<file path="config.mk">
export PLATFORM = sky130hd
export DESIGN_NAME = dlip_top
export DESIGN_NICKNAME = d
export VERILOG_FILES = /design/src/dlip_pkg.sv /design/src/dlip_sync.sv /design/src/dlip_top.sv
export SDC_FILE = /design/constraint.sdc
export NUM_CORES = 1
export LEC_CHECK = 0
export BUFFER_PORTS_ARGS = -buffer_cell sky130_fd_sc_hd__buf_4
export CAP_MARGIN = 20
export CORE_ASPECT_RATIO = 1.2
export CORE_MARGIN = 1.5
export CORE_UTILIZATION = 51
export CTS_CLUSTER_SIZE = 40
export DETAILED_ROUTE_END_ITERATION = 10
export PLACE_DENSITY = 0.79
export SLEW_MARGIN = 10
export SYNTH_ARGS = -nofsm -noshare
export SYNTH_HDL_FRONTEND = slang
export SYNTH_SLANG_ARGS = --single-unit
</file>
<file path="constraint.sdc">
create_clock -name ref_clk -period 1.84 [get_ports ref_clk]
set_input_delay 0.368 -clock ref_clk [delete_from_list [all_inputs] [get_ports ref_clk]]
set_output_delay 0.368 -clock ref_clk [all_outputs]
set_load 0.02 [all_outputs]
</file>
<file path="src/dlip_pkg.sv">
package dlip_pkg;

	// ------------------------------------------------------------
	// Register map (word offsets on the plain register port)
	// ------------------------------------------------------------
	localparam logic [3:0] DLIP_ADDR_CONTROL_FIRST  = 4'h0;
	localparam logic [3:0] DLIP_ADDR_CONTROL_SECOND = 4'h1;
	localparam logic [3:0] DLIP_ADDR_STATUS_FIRST   = 4'h2;
	localparam logic [3:0] DLIP_ADDR_STATUS_SECOND  = 4'h3;

	// ------------------------------------------------------------
	// Field positions
	// ------------------------------------------------------------
	// link_control_first
	localparam int DLIP_CF_ENABLE   = 0;
	localparam int DLIP_CF_IRQ_EN   = 1;
	localparam int DLIP_CF_SWAI     = 2;
	// link_control_second
	localparam int DLIP_CS_DIV_LSB  = 0;
	localparam int DLIP_CS_DIV_W    = 4;
	localparam int DLIP_CS_WIDE     = 4;
	localparam int DLIP_CS_TMO_LSB  = 8;
	localparam int DLIP_CS_TMO_W    = 8;
	// link_status_first
	localparam int DLIP_SF_TIMEOUT  = 0;
	localparam int DLIP_SF_PARITY   = 1;
	localparam int DLIP_SF_TERR     = 2;
	localparam int DLIP_SF_ERROR    = 7;
	// link_status_second
	localparam int DLIP_SS_IRQ_LVL  = 0;
	localparam int DLIP_SS_STOPPED  = 1;
	localparam int DLIP_SS_BUSY     = 2;

	// ------------------------------------------------------------
	// Reset values and divider count constants
	// ------------------------------------------------------------
	localparam logic [15:0] DLIP_CTRL_FIRST_RST  = 16'h0000;
	localparam logic [15:0] DLIP_CTRL_SECOND_RST = 16'h0000;
	localparam logic [3:0]  DLIP_DIV_ONE         = 4'h1;
	localparam logic [3:0]  DLIP_DIV_ZERO        = 4'h0;

	// Clock generator states
	typedef enum logic [1:0] {
		DLIP_CLK_IDLE  = 2'b00,
		DLIP_CLK_RUN   = 2'b01,
		DLIP_CLK_PARK  = 2'b10
	} dlip_clk_state_t;

endpackage

</file>
<file path="src/dlip_sync.sv">
`timescale 1ns/1ns
`default_nettype none

// ------------------------------------------------------------
// Two-stage synchroniser for one level
// ------------------------------------------------------------
module dlip_sync (
	input  wire logic ref_clk,
	input  wire logic sys_rst,
	input  wire logic async_in,
	output var  logic sync_out
);

	logic meta_reg;

	// First stage feeds only the second stage
	always_ff @(posedge ref_clk) begin
		if (sys_rst) begin
			meta_reg <= 1'b0;
			sync_out <= 1'b0;
		end else begin
			meta_reg <= async_in;
			sync_out <= meta_reg;
		end
	end

endmodule

`default_nettype wire

</file>
<file path="src/dlip_top.sv">
// Notes on behaviour
// RULE_01 - Companion interrupt is active-high level request
// RULE_02 - Forward companion request only when enabled
// RULE_03 - Companion holds request until it is cleared
// RULE_04 - Status shows live companion interrupt level
// RULE_05 - Companion path keeps working in stop mode
// RULE_06 - Error sources level; write one clears all
// RULE_07 - Error interrupt has no local mask
// RULE_08 - Software configures width, divider, timeout first
// RULE_09 - Processor writes mode blocking before stop
// RULE_10 - Companion acknowledges mode write, sleeps after stop
// RULE_11 - Companion leaves regulator low power before request
// RULE_12 - Wake restarts clock; handler acknowledges source
// RULE_13 - Stop with wait-stop: finish high, park low
// RULE_14 - Error flag freezes buffers, substitutes idle
// RULE_15 - Error flag set with its cause flag
// RULE_16 - Pending transaction completes before clock stops
// RULE_17 - No interrupt unless interface enabled
// RULE_18 - Synchronise companion interrupt before use
`timescale 1ns/1ns
`default_nettype none

module dlip_top
	import dlip_pkg::*;
(
	input  wire logic        ref_clk,
	input  wire logic        sys_rst,
	// Register port
	input  wire logic [3:0]  reg_addr,
	input  wire logic [15:0] reg_wdata,
	input  wire logic        reg_wr,
	input  wire logic        reg_rd,
	output var  logic [15:0] reg_rdata,
	// Companion die interrupt pin
	input  wire logic        companion_irq_in,
	// Transaction engine events and state
	input  wire logic        txn_start,
	input  wire logic        txn_done,
	input  wire logic        evt_ack_timeout,
	input  wire logic        evt_parity_mismatch,
	input  wire logic        evt_target_error,
	input  wire logic [7:0]  txn_addr,
	input  wire logic [15:0] txn_data,
	// Processor stop request
	input  wire logic        stop_req,
	// Outputs
	output var  logic        companion_irq_signal,
	output var  logic        link_error_irq,
	output var  logic        link_clock_out,
	output var  logic        txn_idle_cmd,
	output var  logic [7:0]  addr_buf,
	output var  logic [15:0] data_buf
);

	// ------------------------------------------------------------
	// Registers and wires
	// ------------------------------------------------------------
	logic [15:0]     ctrl_first_reg;
	logic [15:0]     ctrl_second_reg;
	logic            err_reg;
	logic            tmo_reg;
	logic            par_reg;
	logic            terr_reg;
	logic            busy_reg;
	logic            stopped_reg;
	logic [3:0]      div_cnt_reg;
	dlip_clk_state_t clk_state_reg;
	dlip_clk_state_t clk_state_next;
	logic            irq_level;
	logic            stop_sync;

	wire wr_cf = reg_wr && (reg_addr == DLIP_ADDR_CONTROL_FIRST);
	wire wr_cs = reg_wr && (reg_addr == DLIP_ADDR_CONTROL_SECOND);
	wire wr_sf = reg_wr && (reg_addr == DLIP_ADDR_STATUS_FIRST);
	wire if_enabled = ctrl_first_reg[DLIP_CF_ENABLE];
	wire irq_enable = ctrl_first_reg[DLIP_CF_IRQ_EN];
	wire swai       = ctrl_first_reg[DLIP_CF_SWAI];
	wire [3:0] divider = ctrl_second_reg[DLIP_CS_DIV_LSB +: DLIP_CS_DIV_W];
	wire any_err   = evt_ack_timeout || evt_parity_mismatch || evt_target_error;
	wire err_clear = wr_sf && reg_wdata[DLIP_SF_ERROR];
	wire div_wrap  = (div_cnt_reg == DLIP_DIV_ZERO) || (div_cnt_reg >= divider);

	// ------------------------------------------------------------
	// Synchronisers for the companion pin and the stop request
	// ------------------------------------------------------------
	// Free-running on ref_clk, so usable during stop [RULE_05]
	dlip_sync u_sync_irq (
		.ref_clk  (ref_clk),
		.sys_rst  (sys_rst),
		.async_in (companion_irq_in),
		.sync_out (irq_level)            // [RULE_18]
	);

	dlip_sync u_sync_stop (
		.ref_clk  (ref_clk),
		.sys_rst  (sys_rst),
		.async_in (stop_req),
		.sync_out (stop_sync)
	);

	// ------------------------------------------------------------
	// Control registers; enable bit is set-only until reset
	// ------------------------------------------------------------
	always_ff @(posedge ref_clk) begin
		if (sys_rst) begin
			ctrl_first_reg  <= DLIP_CTRL_FIRST_RST;
			ctrl_second_reg <= DLIP_CTRL_SECOND_RST;
		end else begin
			if (wr_cf) begin
				ctrl_first_reg <= reg_wdata | {15'h0000, if_enabled};
			end
			if (wr_cs) begin
				ctrl_second_reg <= reg_wdata;
			end
		end
	end

	// ------------------------------------------------------------
	// Error flag and causes; new error wins over clear
	// ------------------------------------------------------------
	always_ff @(posedge ref_clk) begin
		if (sys_rst) begin
			err_reg  <= 1'b0;
			tmo_reg  <= 1'b0;
			par_reg  <= 1'b0;
			terr_reg <= 1'b0;
		end else if (any_err && if_enabled) begin
			err_reg  <= 1'b1;                                   // [RULE_15]
			tmo_reg  <= evt_ack_timeout | (tmo_reg & ~err_clear);
			par_reg  <= evt_parity_mismatch | (par_reg & ~err_clear);
			terr_reg <= evt_target_error | (terr_reg & ~err_clear);
		end else if (err_clear) begin
			err_reg  <= 1'b0;                                   // [RULE_06]
			tmo_reg  <= 1'b0;
			par_reg  <= 1'b0;
			terr_reg <= 1'b0;
		end
	end

	// ------------------------------------------------------------
	// Buffers freeze while the error flag stands
	// ------------------------------------------------------------
	always_ff @(posedge ref_clk) begin
		if (sys_rst) begin
			addr_buf     <= 8'h00;
			data_buf     <= 16'h0000;
			txn_idle_cmd <= 1'b0;
		end else begin
			txn_idle_cmd <= err_reg || (any_err && if_enabled);   // [RULE_14]
			if (txn_start && !err_reg) begin
				addr_buf <= txn_addr;                               // [RULE_14]
				data_buf <= txn_data;
			end
		end
	end

	// ------------------------------------------------------------
	// Interrupt outputs
	// ------------------------------------------------------------
	always_ff @(posedge ref_clk) begin
		if (sys_rst) begin
			companion_irq_signal <= 1'b0;
			link_error_irq       <= 1'b0;
		end else begin
			// Level follows the pin; no latch here [RULE_01] [RULE_03]
			companion_irq_signal <= irq_level && irq_enable && if_enabled; // [RULE_02] [RULE_17]
			// Unmasked, enable only [RULE_07] [RULE_17]
			link_error_irq       <= err_reg && if_enabled;
		end
	end

	// ------------------------------------------------------------
	// Transaction tracking for stop entry
	// ------------------------------------------------------------
	always_ff @(posedge ref_clk) begin
		if (sys_rst) begin
			busy_reg <= 1'b0;
		end else if (txn_start && if_enabled && !err_reg) begin
			busy_reg <= 1'b1;
		end else if (txn_done || any_err) begin
			busy_reg <= 1'b0;
		end
	end

	// ------------------------------------------------------------
	// Link clock generator and stop parking
	// ------------------------------------------------------------
	always_comb begin
		clk_state_next = clk_state_reg;
		case (clk_state_reg)
			DLIP_CLK_IDLE: begin
				if (if_enabled && !stop_sync) begin
					clk_state_next = DLIP_CLK_RUN;
				end
			end
			DLIP_CLK_RUN: begin
				// Wait for pending work, then end the high phase [RULE_16] [RULE_13]
				if (stop_sync && swai && !busy_reg && !txn_start) begin
					clk_state_next = DLIP_CLK_PARK;
				end
			end
			DLIP_CLK_PARK: begin
				if (!stop_sync) begin
					clk_state_next = DLIP_CLK_RUN;   // Wake restarts clock [RULE_12]
				end
			end
			default: begin
				clk_state_next = DLIP_CLK_IDLE;
			end
		endcase
	end

	always_ff @(posedge ref_clk) begin
		if (sys_rst) begin
			clk_state_reg  <= DLIP_CLK_IDLE;
			div_cnt_reg    <= DLIP_DIV_ZERO;
			link_clock_out <= 1'b0;
			stopped_reg    <= 1'b0;
		end else begin
			clk_state_reg <= clk_state_next;
			stopped_reg   <= (clk_state_reg == DLIP_CLK_PARK) && !link_clock_out;
			if (clk_state_reg == DLIP_CLK_IDLE) begin
				div_cnt_reg    <= DLIP_DIV_ZERO;
				link_clock_out <= 1'b0;
			end else if (div_wrap) begin
				div_cnt_reg <= DLIP_DIV_ONE;
				// In park a high phase may still fall; never rises [RULE_13]
				if (clk_state_reg == DLIP_CLK_RUN) begin
					link_clock_out <= ~link_clock_out;
				end else begin
					link_clock_out <= 1'b0;
				end
			end else begin
				div_cnt_reg <= div_cnt_reg + DLIP_DIV_ONE;
			end
		end
	end

	// ------------------------------------------------------------
	// Read data, one cycle after the strobe
	// ------------------------------------------------------------
	wire [15:0] sf_val = ({15'h0000, tmo_reg} << DLIP_SF_TIMEOUT)
	                   | ({15'h0000, par_reg} << DLIP_SF_PARITY)
	                   | ({15'h0000, terr_reg} << DLIP_SF_TERR)
	                   | ({15'h0000, err_reg} << DLIP_SF_ERROR);
	wire [15:0] ss_val = ({15'h0000, irq_level} << DLIP_SS_IRQ_LVL)  // [RULE_04]
	                   | ({15'h0000, stopped_reg} << DLIP_SS_STOPPED)
	                   | ({15'h0000, busy_reg} << DLIP_SS_BUSY);
	wire [15:0] rd_mux = (reg_addr == DLIP_ADDR_CONTROL_FIRST)  ? ctrl_first_reg  :
	                     (reg_addr == DLIP_ADDR_CONTROL_SECOND) ? ctrl_second_reg :
	                     (reg_addr == DLIP_ADDR_STATUS_FIRST)   ? sf_val          :
	                     (reg_addr == DLIP_ADDR_STATUS_SECOND)  ? ss_val          :
	                                                              16'h0000;

	always_ff @(posedge ref_clk) begin
		if (sys_rst) begin
			reg_rdata <= 16'h0000;
		end else if (reg_rd) begin
			reg_rdata <= rd_mux;
		end else begin
			reg_rdata <= 16'h0000;
		end
	end

endmodule

`default_nettype wire

</file>
* Word level (Yosys, flattened, before mapping)
Cells that the tools add are included.
** Word-level totals
- Bits of input ports :: 55
- Output and inout bits :: 44
- Bits in registers :: 92
** Cells by class
- Bitwise logic cells :: 15
- Add/sub/neg operators :: 1
- Reduce and logical (&&, ||, !) cells :: 35
- Order comparisons :: 1
- Equality and inequality tests :: 8
- Muxes and demuxes :: 17
** Operators by type and width (number)
- two-way mux 16 bit :: 2
- logical AND 1 bit :: 16
- OR 16 x 1 -> 16 bit :: 1
- two-way mux 1 bit :: 9
- == test 4 x 2 -> 1 bit, second input constant :: 2
- zero test 4 bit :: 2
- two-way mux 8 bit :: 1
- OR 3 x 8 -> 8 bit :: 1
- two-way mux 2 bit :: 3
- inequality test 2 bit, second input constant :: 3
- OR 2 x 3 -> 3 bit :: 2
- one-hot mux 2 bit (3 select lines) :: 1
- zero test 1 bit :: 5
- logical OR 1 bit :: 5
- adder 4 x 1 -> 4 bit, second input constant :: 1
- == test 4 x 1 -> 1 bit, second input constant :: 1
- greater-or-equal comparator 4 bit :: 1
- OR 1 x 2 -> 2 bit :: 2
- nonzero test 2 bit :: 2
- OR reduction 2 bit :: 2
- AND 1 bit :: 3
- two-way mux 3 bit :: 1
- NOT 1 bit :: 3
- OR 1 bit :: 3
- other kinds (5) :: 5

* Longest topological paths before layout
Gate-level depths: netlist of the first run.
- Depth after elaboration :: 7
- Gate-level depth with buffers :: 7

* Hierarchy
Synthesis of the first run repeated with hierarchy kept, for this count alone.
** Unflattened totals
- Cells, all modules :: 397
- Area total of the unflattened synthesis :: 3405.8 um^2
** Modules (own cells, without submodules)
- dlip_top :: sequential area each 1761.7 um^2, cells each 389, area an instance 3300.7 um^2, times used 1
- dlip_sync :: sequential area each 40.0 um^2, cells each 4, area an instance 52.6 um^2, times used 2

* Worst setup path after synthesis of the first run
OpenSTA, ideal clock, no wires.
- Kind :: reg2reg
- From :: register ctrl_second_reg[3]
- To :: register link_clock_out
- Buffers on the path :: 0
- Stages on the path, launching flop included :: 6
- Arrival :: 1484 ps
- Path slack :: 255 ps
- Required time :: 1739 ps
- Cells stage by stage :: dfxtp_1 inv_1 ha_1 a221o_1 or4_1 o41ai_1
** On the way
- Cells in the longest elaborated chain, start to end :: 2
** RTL lines
- start, declared :: RTL line dlip_top.sv:59 : logic [15:0] ctrl_second_reg;
- start signal, assigned :: RTL line dlip_top.sv:113 : ctrl_second_reg <= reg_wdata;
- greater-or-equal comparator 4 bit :: RTL line dlip_top.sv:81 : wire div_wrap = (div_cnt_reg == DLIP_DIV_ZERO) || (div_cnt_reg >= divider);
- logical OR 1 bit :: RTL line dlip_top.sv:81
- end signal, assigned :: RTL line dlip_top.sv:229 : link_clock_out <= ~link_clock_out;
- end, declared :: RTL line dlip_top.sv:49 : output var logic link_clock_out,
No other way between the ends.
A chain may end at the register's enable or synchronous reset.

* Worst setup path after layout of the first run
Ends and elaborated chain as after synthesis.

==> results of run 1 <==
-- per-stage QoR --
step | setup WS, ps | util, % | std cells | hold slack (ps)
after global routing | 17.78 | 68.67 | 592 | 206.4
after floorplan | 254.6 | - | 403 | 413.8
final | 99.84 | 68.67 | 592 | 221.7
after detailed placement | 134.4 | 65.45 | 576 | 427.2
after global placement | 201.4 | 65.45 | 576 | 417.5
after CTS | 94.94 | 68.67 | 592 | 204.3
-- logic make-up (layout without fill, tap and decap cells) --
| kind of cell | count (synthesis) | after routing | synth area share [%] |
|---|---|---|---|
| AOI/OAI and AO/OA | 92 | 92 | 15.72 |
| xor gates and xnor gates | 2 | 2 | 0.5096 |
| adders and majority gates | 6 | 6 | 2.183 |
| buffers and inverters | 36 | 140 | 5.386 |
| DFF | 92 | 92 | 53.57 |
| muxes | 1 | 1 | 0.2911 |
| and+or+nand+nor | 174 | 174 | 22.34 |
-- layer usage --
layer	routed length [um]	share of wire, %	vias to the layer above
li1	-	-	1541
met1	3369	42	1422
met2	4066	51	89
met3	476	6.0	6
met4	56	0.70	0
met5	0	0	-
-- cell usage after synthesis, drive strengths merged, types with 2 or more instances --
master,count,area share [%]
o211ai,2,0.44
clkbuf,13,1.4
inv,12,1.3
nand3b,2,0.44
nor4b,2,0.95
nor2,25,2.8
nand2b,3,0.55
dfxtp,92,54
o21ai,2,0.29
ha,6,2.2
nand3,3,0.44
a22oi,15,3.3
buf,11,2.7
and3,5,0.91
nor2b,8,1.5
a21oi,63,9.2
nor3,3,0.44
nand2,118,13
-- worst register-to-register path, stage by stage, from the launching register on --
cell	delay (ps)
dfxtp_1	360
inv_1	60
ha_1	320
a221o_1	360
or4_1	480
o41ai_1	70
-- worst min-delay path by stage --
stage | start | to | slack (ps)
after floorplan | u_sync_irq.meta_reg | u_sync_irq.sync_out | 410
after global placement | u_sync_irq.meta_reg | u_sync_irq.sync_out | 420
after detailed placement | u_sync_irq.meta_reg | u_sync_irq.sync_out | 430
after CTS | companion_irq_in | u_sync_irq.meta_reg | 200
after global routing | companion_irq_in | u_sync_irq.meta_reg | 210
final | companion_irq_in | u_sync_irq.meta_reg | 220
-- report_power, final --
part	total, mW	internal, mW	switching (mW)
clock network	1.38	0.674	0.708
registers	2.06	2.03	0.0234
logic	0.347	0.161	0.186
-- layout make-up --
| class | count | share of cell area (%) |
|---|---|---|
| Clock buffer | 10 | 3.090 |
| Clock inverter | 6 | 1.601 |
| Inverter | 12 | 1.011 |
| Multi-Input combinational cell | 275 | 31.69 |
| Sequential cell | 92 | 41.35 |
| Tap cell | 85 | 2.388 |
| Timing Repair Buffer | 112 | 18.88 |
==> results by group, run 1 <==
Timing
  – Slew headroom: 67.49%
  – Setup_tns: 0 ps
  – Slew Viols, Final: 0
  – Final hold violation count: 0
  – Skew final: 10.41 ps
  – Final setup viols: 0
  – Final critical-path required period: 1740 ps
  – Peak Freq: 574.7 MHz
  – RSZ-0062 raised after global routing: no
  – Worst-Margin Slew: just under 500 ps
  – Crit share post-route: a little over nine tenths

Setup path
  – Critical Path AT: ~2000 ps
  – Worst setup path class: reg -> reg
  – Critical path origin: ctrl_second_reg[3]
  – Crit path depth: 5
  – Reg2reg path depth: 5
  – CP Buf/Inv Count: 1
  – Worst-path fanout max: 3
  – Worst setup endpoint: link_clock_out
  – Cell family with most CP delay: simple AND/OR/NAND/NOR gates
  – CP endpoint kind: flop
  – R2R Setup Slk: 100 ps
  – Crit-path max cell delay: roughly 480 ps
  – R2r startpoint: ctrl_second_reg[3]
  – CP max stage cell: or4_1
  – Reg2reg end: link_clock_out
  – Worst endpoint required time: 2090 ps
  – Worst-path cell chain: inv_1 -> ha_1 -> a221o_1 -> or4_1 -> o41ai_1
  – CP startpoint kind: flop

Run status
  – Status: finished clean

Routing
  – Antenna Nets Post-Route: 0
  – Post-Route WL: 7968 um
  – Post-route DRC: 0
  – Iter 0 DRT Violations: approximately 200
  – First drt pass iteration count: 4
  – Drt wl/cell: 13.46 um
  – Via density: 5.166
  – Via count: 3,058

Placement
  – GPL Wtd Cong: between 0.7 and 0.8
  – Area post-placement: 4245 sq um
  – HPWL after DPL: 5698 um
  – Port Buffers: 98

CTS
  – Clock Tree Buf Depth: 2
  – Later-pin clock latency in the skew report: 350 ps
  – CTS tree: done
  – Post-cts resize count: 0
  – Root buf cell: clkbuf_8
  – Setup Buffers After CTS: 0
  – CTS Sinks: 92
  – Htree depth: 3
  – TritonCTS Buffers: 9
  – Hold buffers post-CTS: 0
  – Clock-pin slew on the worst setup and hold paths: 90 ps

Run
  – Max_cap viols: 0

Floorplan
  – Core area: 6486 sq um
  – Cell Rows: 32
  – Initial Util: a little over half
  – Die Ht: between 90 and 100 um
  – Die area: 7246 sq um
  – Top Ports: between 90 and 100
  – DIE WIDTH: 77.96 um

Global routing
  – Busiest grt layer: met2
  – First-pass GRT wire length: roughly 13,000 um
  – Largest net degree at the start of global routing: 49
  – GR Layer Usage met1: a little over a quarter
  – Met3 usage: 6.601%
  – Vias in the first global route: between 3,000 and 4,000
  – Initial antenna violation count: 0
  – Met2 usage: 41.45%
  – GRT overflow: 0
  – All-Layer GR Usage: 23.39%

Yosys
  – YS warnings: 0
  – Async SR Flop Fraction: 0%
  – Sequential area share after synthesis: 53.57%
  – Top FF cell, synth: dfxtp_1
  – Netlist area before placement: 3438 sq um
  – Post-synthesis cell type count: 41
  – Mean post-synth cell area: 8.532 sq um
  – Post-synthesis net count: 464
  – Number of enable flip-flop cells after synthesis: 0
  – FF+latch count, synth: 92
  – Syn Inst Count: around 400

Finish
  – Commonest cells after routing, fill and taps aside: nand2_1 (118), buf_4 (112), dfxtp_1 (92), a21oi_1 (63), nor2_1 (24)
  – Layout area overhead: 29.55%
  – Share of layout cells above drive strength 1: 25.84%
  – Final instance area: 4454 sq um
  – Reg area: 1842 sq um
  – Area of the multi-input gates: 1411 sq um
  – Ant diodes: 0
  – Final nets: 563
  – Filler cells: 557
  – Most common cell after layout, fill and taps aside: nand2_1

Power
  – Lkg Pwr: approximately 1.8 nW
  – Pwr Density: 850.2 nW/um^2
  – Max rail drop VDD: approximately 0.63 mV
  – Tot Pwr: 3.787 mW

Hold path
  – Hold depth: 2
  – HP Class: in -> reg
Power figures use the tool's default switching activity.
==> run 2, diff against run 1 <==
--- a/config.mk
+++ b/config.mk
@@ -9,10 +9,10 @@
 export CAP_MARGIN = 20
 export CORE_ASPECT_RATIO = 1.2
 export CORE_MARGIN = 1.5
-export CORE_UTILIZATION = 51
+export CORE_UTILIZATION = 46
 export CTS_CLUSTER_SIZE = 40
 export DETAILED_ROUTE_END_ITERATION = 10
-export PLACE_DENSITY = 0.79
+export PLACE_DENSITY = 0.75
 export SLEW_MARGIN = 10
 export SYNTH_ARGS = -nofsm -noshare
 export SYNTH_HDL_FRONTEND = slang
==> constraint.sdc (replaced) <==
create_clock -name ref_clk -period 1.5 [get_ports ref_clk]
set_input_delay 0.3 -clock ref_clk [delete_from_list [all_inputs] [get_ports ref_clk]]
set_output_delay 0.3 -clock ref_clk [all_outputs]
set_load 0.02 [all_outputs]
==> run 2 against run 1 <==
The flow now finishes with violations (negative setup slack). Power grew 23%. Die area up 10%. Global-route usage is 2.4 points lower. Sequential power rose by 22%. Clock skew is 2.1 ps lower. Critical path type unchanged. Critical endpoint unchanged. Largest cell class unchanged. Highest routed layer unchanged.
==> results by group, run 2 (synthesized netlist as in run 1, its figures left out) <==
Run status
  – Status: complete, but fails checks
  – Failing checks: negative setup slack

Finish
  – Commonest cells after routing, fill and taps aside: nand2_1 (118), buf_4 (113), dfxtp_1 (87), a21oi_1 (62), nor2_1 (23)
  – Share of layout cells above drive strength 1: 29.35%
  – Layout area overhead: 33.26%
  – Final nets: approximately 570
  – Filler cells: 640
  – Most common cell after layout, fill and taps aside: nand2_1
  – Ant diodes: 0
  – Final cell count without fillers: 601

Setup path
  – CP startpoint kind: flop
  – Worst setup path class: reg -> reg
  – CP endpoint kind: flop
  – Crit-path max cell delay: approximately 530 ps
  – Cell family with most CP delay: simple AND/OR/NAND/NOR gates
  – CP Buf/Inv Count: 1
  – Critical Path AT: 1800 ps
  – Critical path origin: ctrl_second_reg[1]
  – Worst-path cell chain: inv_2 -> ha_4 -> o211ai_1 -> a21oi_2 -> or4_4 -> o41ai_2
  – R2r startpoint: ctrl_second_reg[1]
  – Worst endpoint required time: around 1800 ps
  – Worst-path fanout max: 2
  – CP max stage cell: or4_4

Timing
  – RSZ-0062 raised after global routing: yes
  – Final setup viols: 1
  – Worst-Margin Slew: 480.0 ps
  – Peak Freq: roughly 660 MHz
  – Final critical-path required period: around 1500 ps
  – Crit share post-route: 101.6%
  – Slew headroom: around two thirds
  – Skew final: around 8.3 ps
  – PnR worst setup slack: -24.00 ps
  – Slew Viols, Final: 0
  – Final hold violation count: 0
  – Worst Hold Slack: ~150 ps

Power
  – Lkg Pwr: 1.851 nW
  – Pint: 3.484 mW
  – Net Sw Frac: 25.15%
  – Clk pwr share: a little over a third
  – Seq pwr share: between 50% and 60%
  – Pwr Density: 1016 nW/um^2
  – Sw power: 1.171 mW
  – Max rail drop VDD: 0.6306 mV
  – Logic pwr share: about a tenth

Global routing
  – Met2 usage: 35.81%
  – Vias in the first global route: 3,064
  – All-Layer GR Usage: a little over a fifth
  – First-pass GRT wire length: 13,060 um
  – Busiest grt layer: met2
  – Met3 usage: approximately 6%
  – Initial antenna violation count: 0
  – GRT overflow: 0
  – GR Layer Usage met1: 23.74%
  – Largest net degree at the start of global routing: 49

CTS
  – Htree depth: 3
  – Clock Tree Buf Depth: 2
  – Root buf cell: clkbuf_8
  – TritonCTS Buffers: 9
  – Clock-pin slew on the worst setup and hold paths: 90 ps
  – CTS tree: done
  – CTS Sinks: 92
  – Later-pin clock latency in the skew report: about 360 ps
  – Hold buffers post-CTS: 0

Hold path
  – HP Class: in -> reg
  – HP Start: stop_req

Routing
  – Via density: 5.090
  – Antenna Nets Post-Route: 0
  – Post-route DRC: 0
  – Iter 0 DRT Violations: a little over 200
  – Post-Route WL: about 8000 um
  – First drt pass iteration count: 5
  – Drt wl/cell: 13.34 um
  – Via count: around 3,000

Floorplan
  – Cell Rows: 34
  – DIE WIDTH: 81.92 um
  – Initial Util: between 40 and 50%
  – Top Ports: 99
  – Die area: 8004 sq um
  – Die Ht: roughly 100 um
  – Core area: 7232 sq um

Placement
  – Port Buffers: between 90 and 100
  – GPL Wtd Cong: 0.7815
  – Cells after DPL: 585
  – HPWL after DPL: 5541 um

Run
  – Max_cap viols: 0
## run 2: cell types whose count changed in the layout (fill, tap and decap cells not counted), sizes merged
cell    delta
clkinv     -1
buf        +4
inv        +1
## run 2: repair_timing
action | CTS | global route
setup buffers | 0 | 0
endpoints found under the setup margin | 1 | 4
resized for setup | 9 | 6
pin swaps | 5 | 4
## run 2: area by class of cell
cell class              instances  area [sq um]  share of cell area (%)
clock inverters                 6         71.32                   1.557
inverters                      12         45.04                  0.9831
clock buffers                  10         127.6                   2.785
well taps                      90         112.6                   2.458
flip-flops and latches         92          1848                   40.33
multi-input cells             275          1469                   32.06
repair buffers                116         908.4                   19.83
## run 2: per-stage QoR
stage               setup TNS [ps]  utilization [%]  setup WS (ps)  power, mW  cell area, sq um
floorplan                   -13.08                -         -13.08      2.781              3440
global placement            -52.33            59.74         -52.33      3.003              4320
detailed placement          -57.08            59.74         -57.08      3.012              4320
CTS                         -19.58            63.03         -19.58      4.694              4558
global route                -111.4            63.36         -83.36      4.832              4582
finish                      -24.00            63.36         -24.00      4.655              4582
## run 2: routing by layer
metal,routed length (um),vias up
li1,-,1551
met1,3228,1383
met2,3943,108
met3,696,17
met4,147,0
met5,0,-
## run 2: path summary, 6_finish.rpt
| kind | end | slack [ps] | depth (start not counted) |
|---|---|---|---|
| max | link_clock_out | -20 | 6 |
| min | u_sync_stop.meta_reg | 150 | 2 |
| max reg2reg | link_clock_out | -20 | 6 |
| min reg2reg | u_sync_stop.sync_out | 450 | 1 |
## run 2: power by group through the flow
stage               logic [mW]  clock network [mW]  registers (mW)
floorplan                0.158                   0            2.62
global placement         0.424                   0            2.58
detailed placement       0.431                   0            2.58
CTS                      0.433                1.74            2.52
global route             0.472                1.83            2.53
finish                   0.433                1.70            2.52
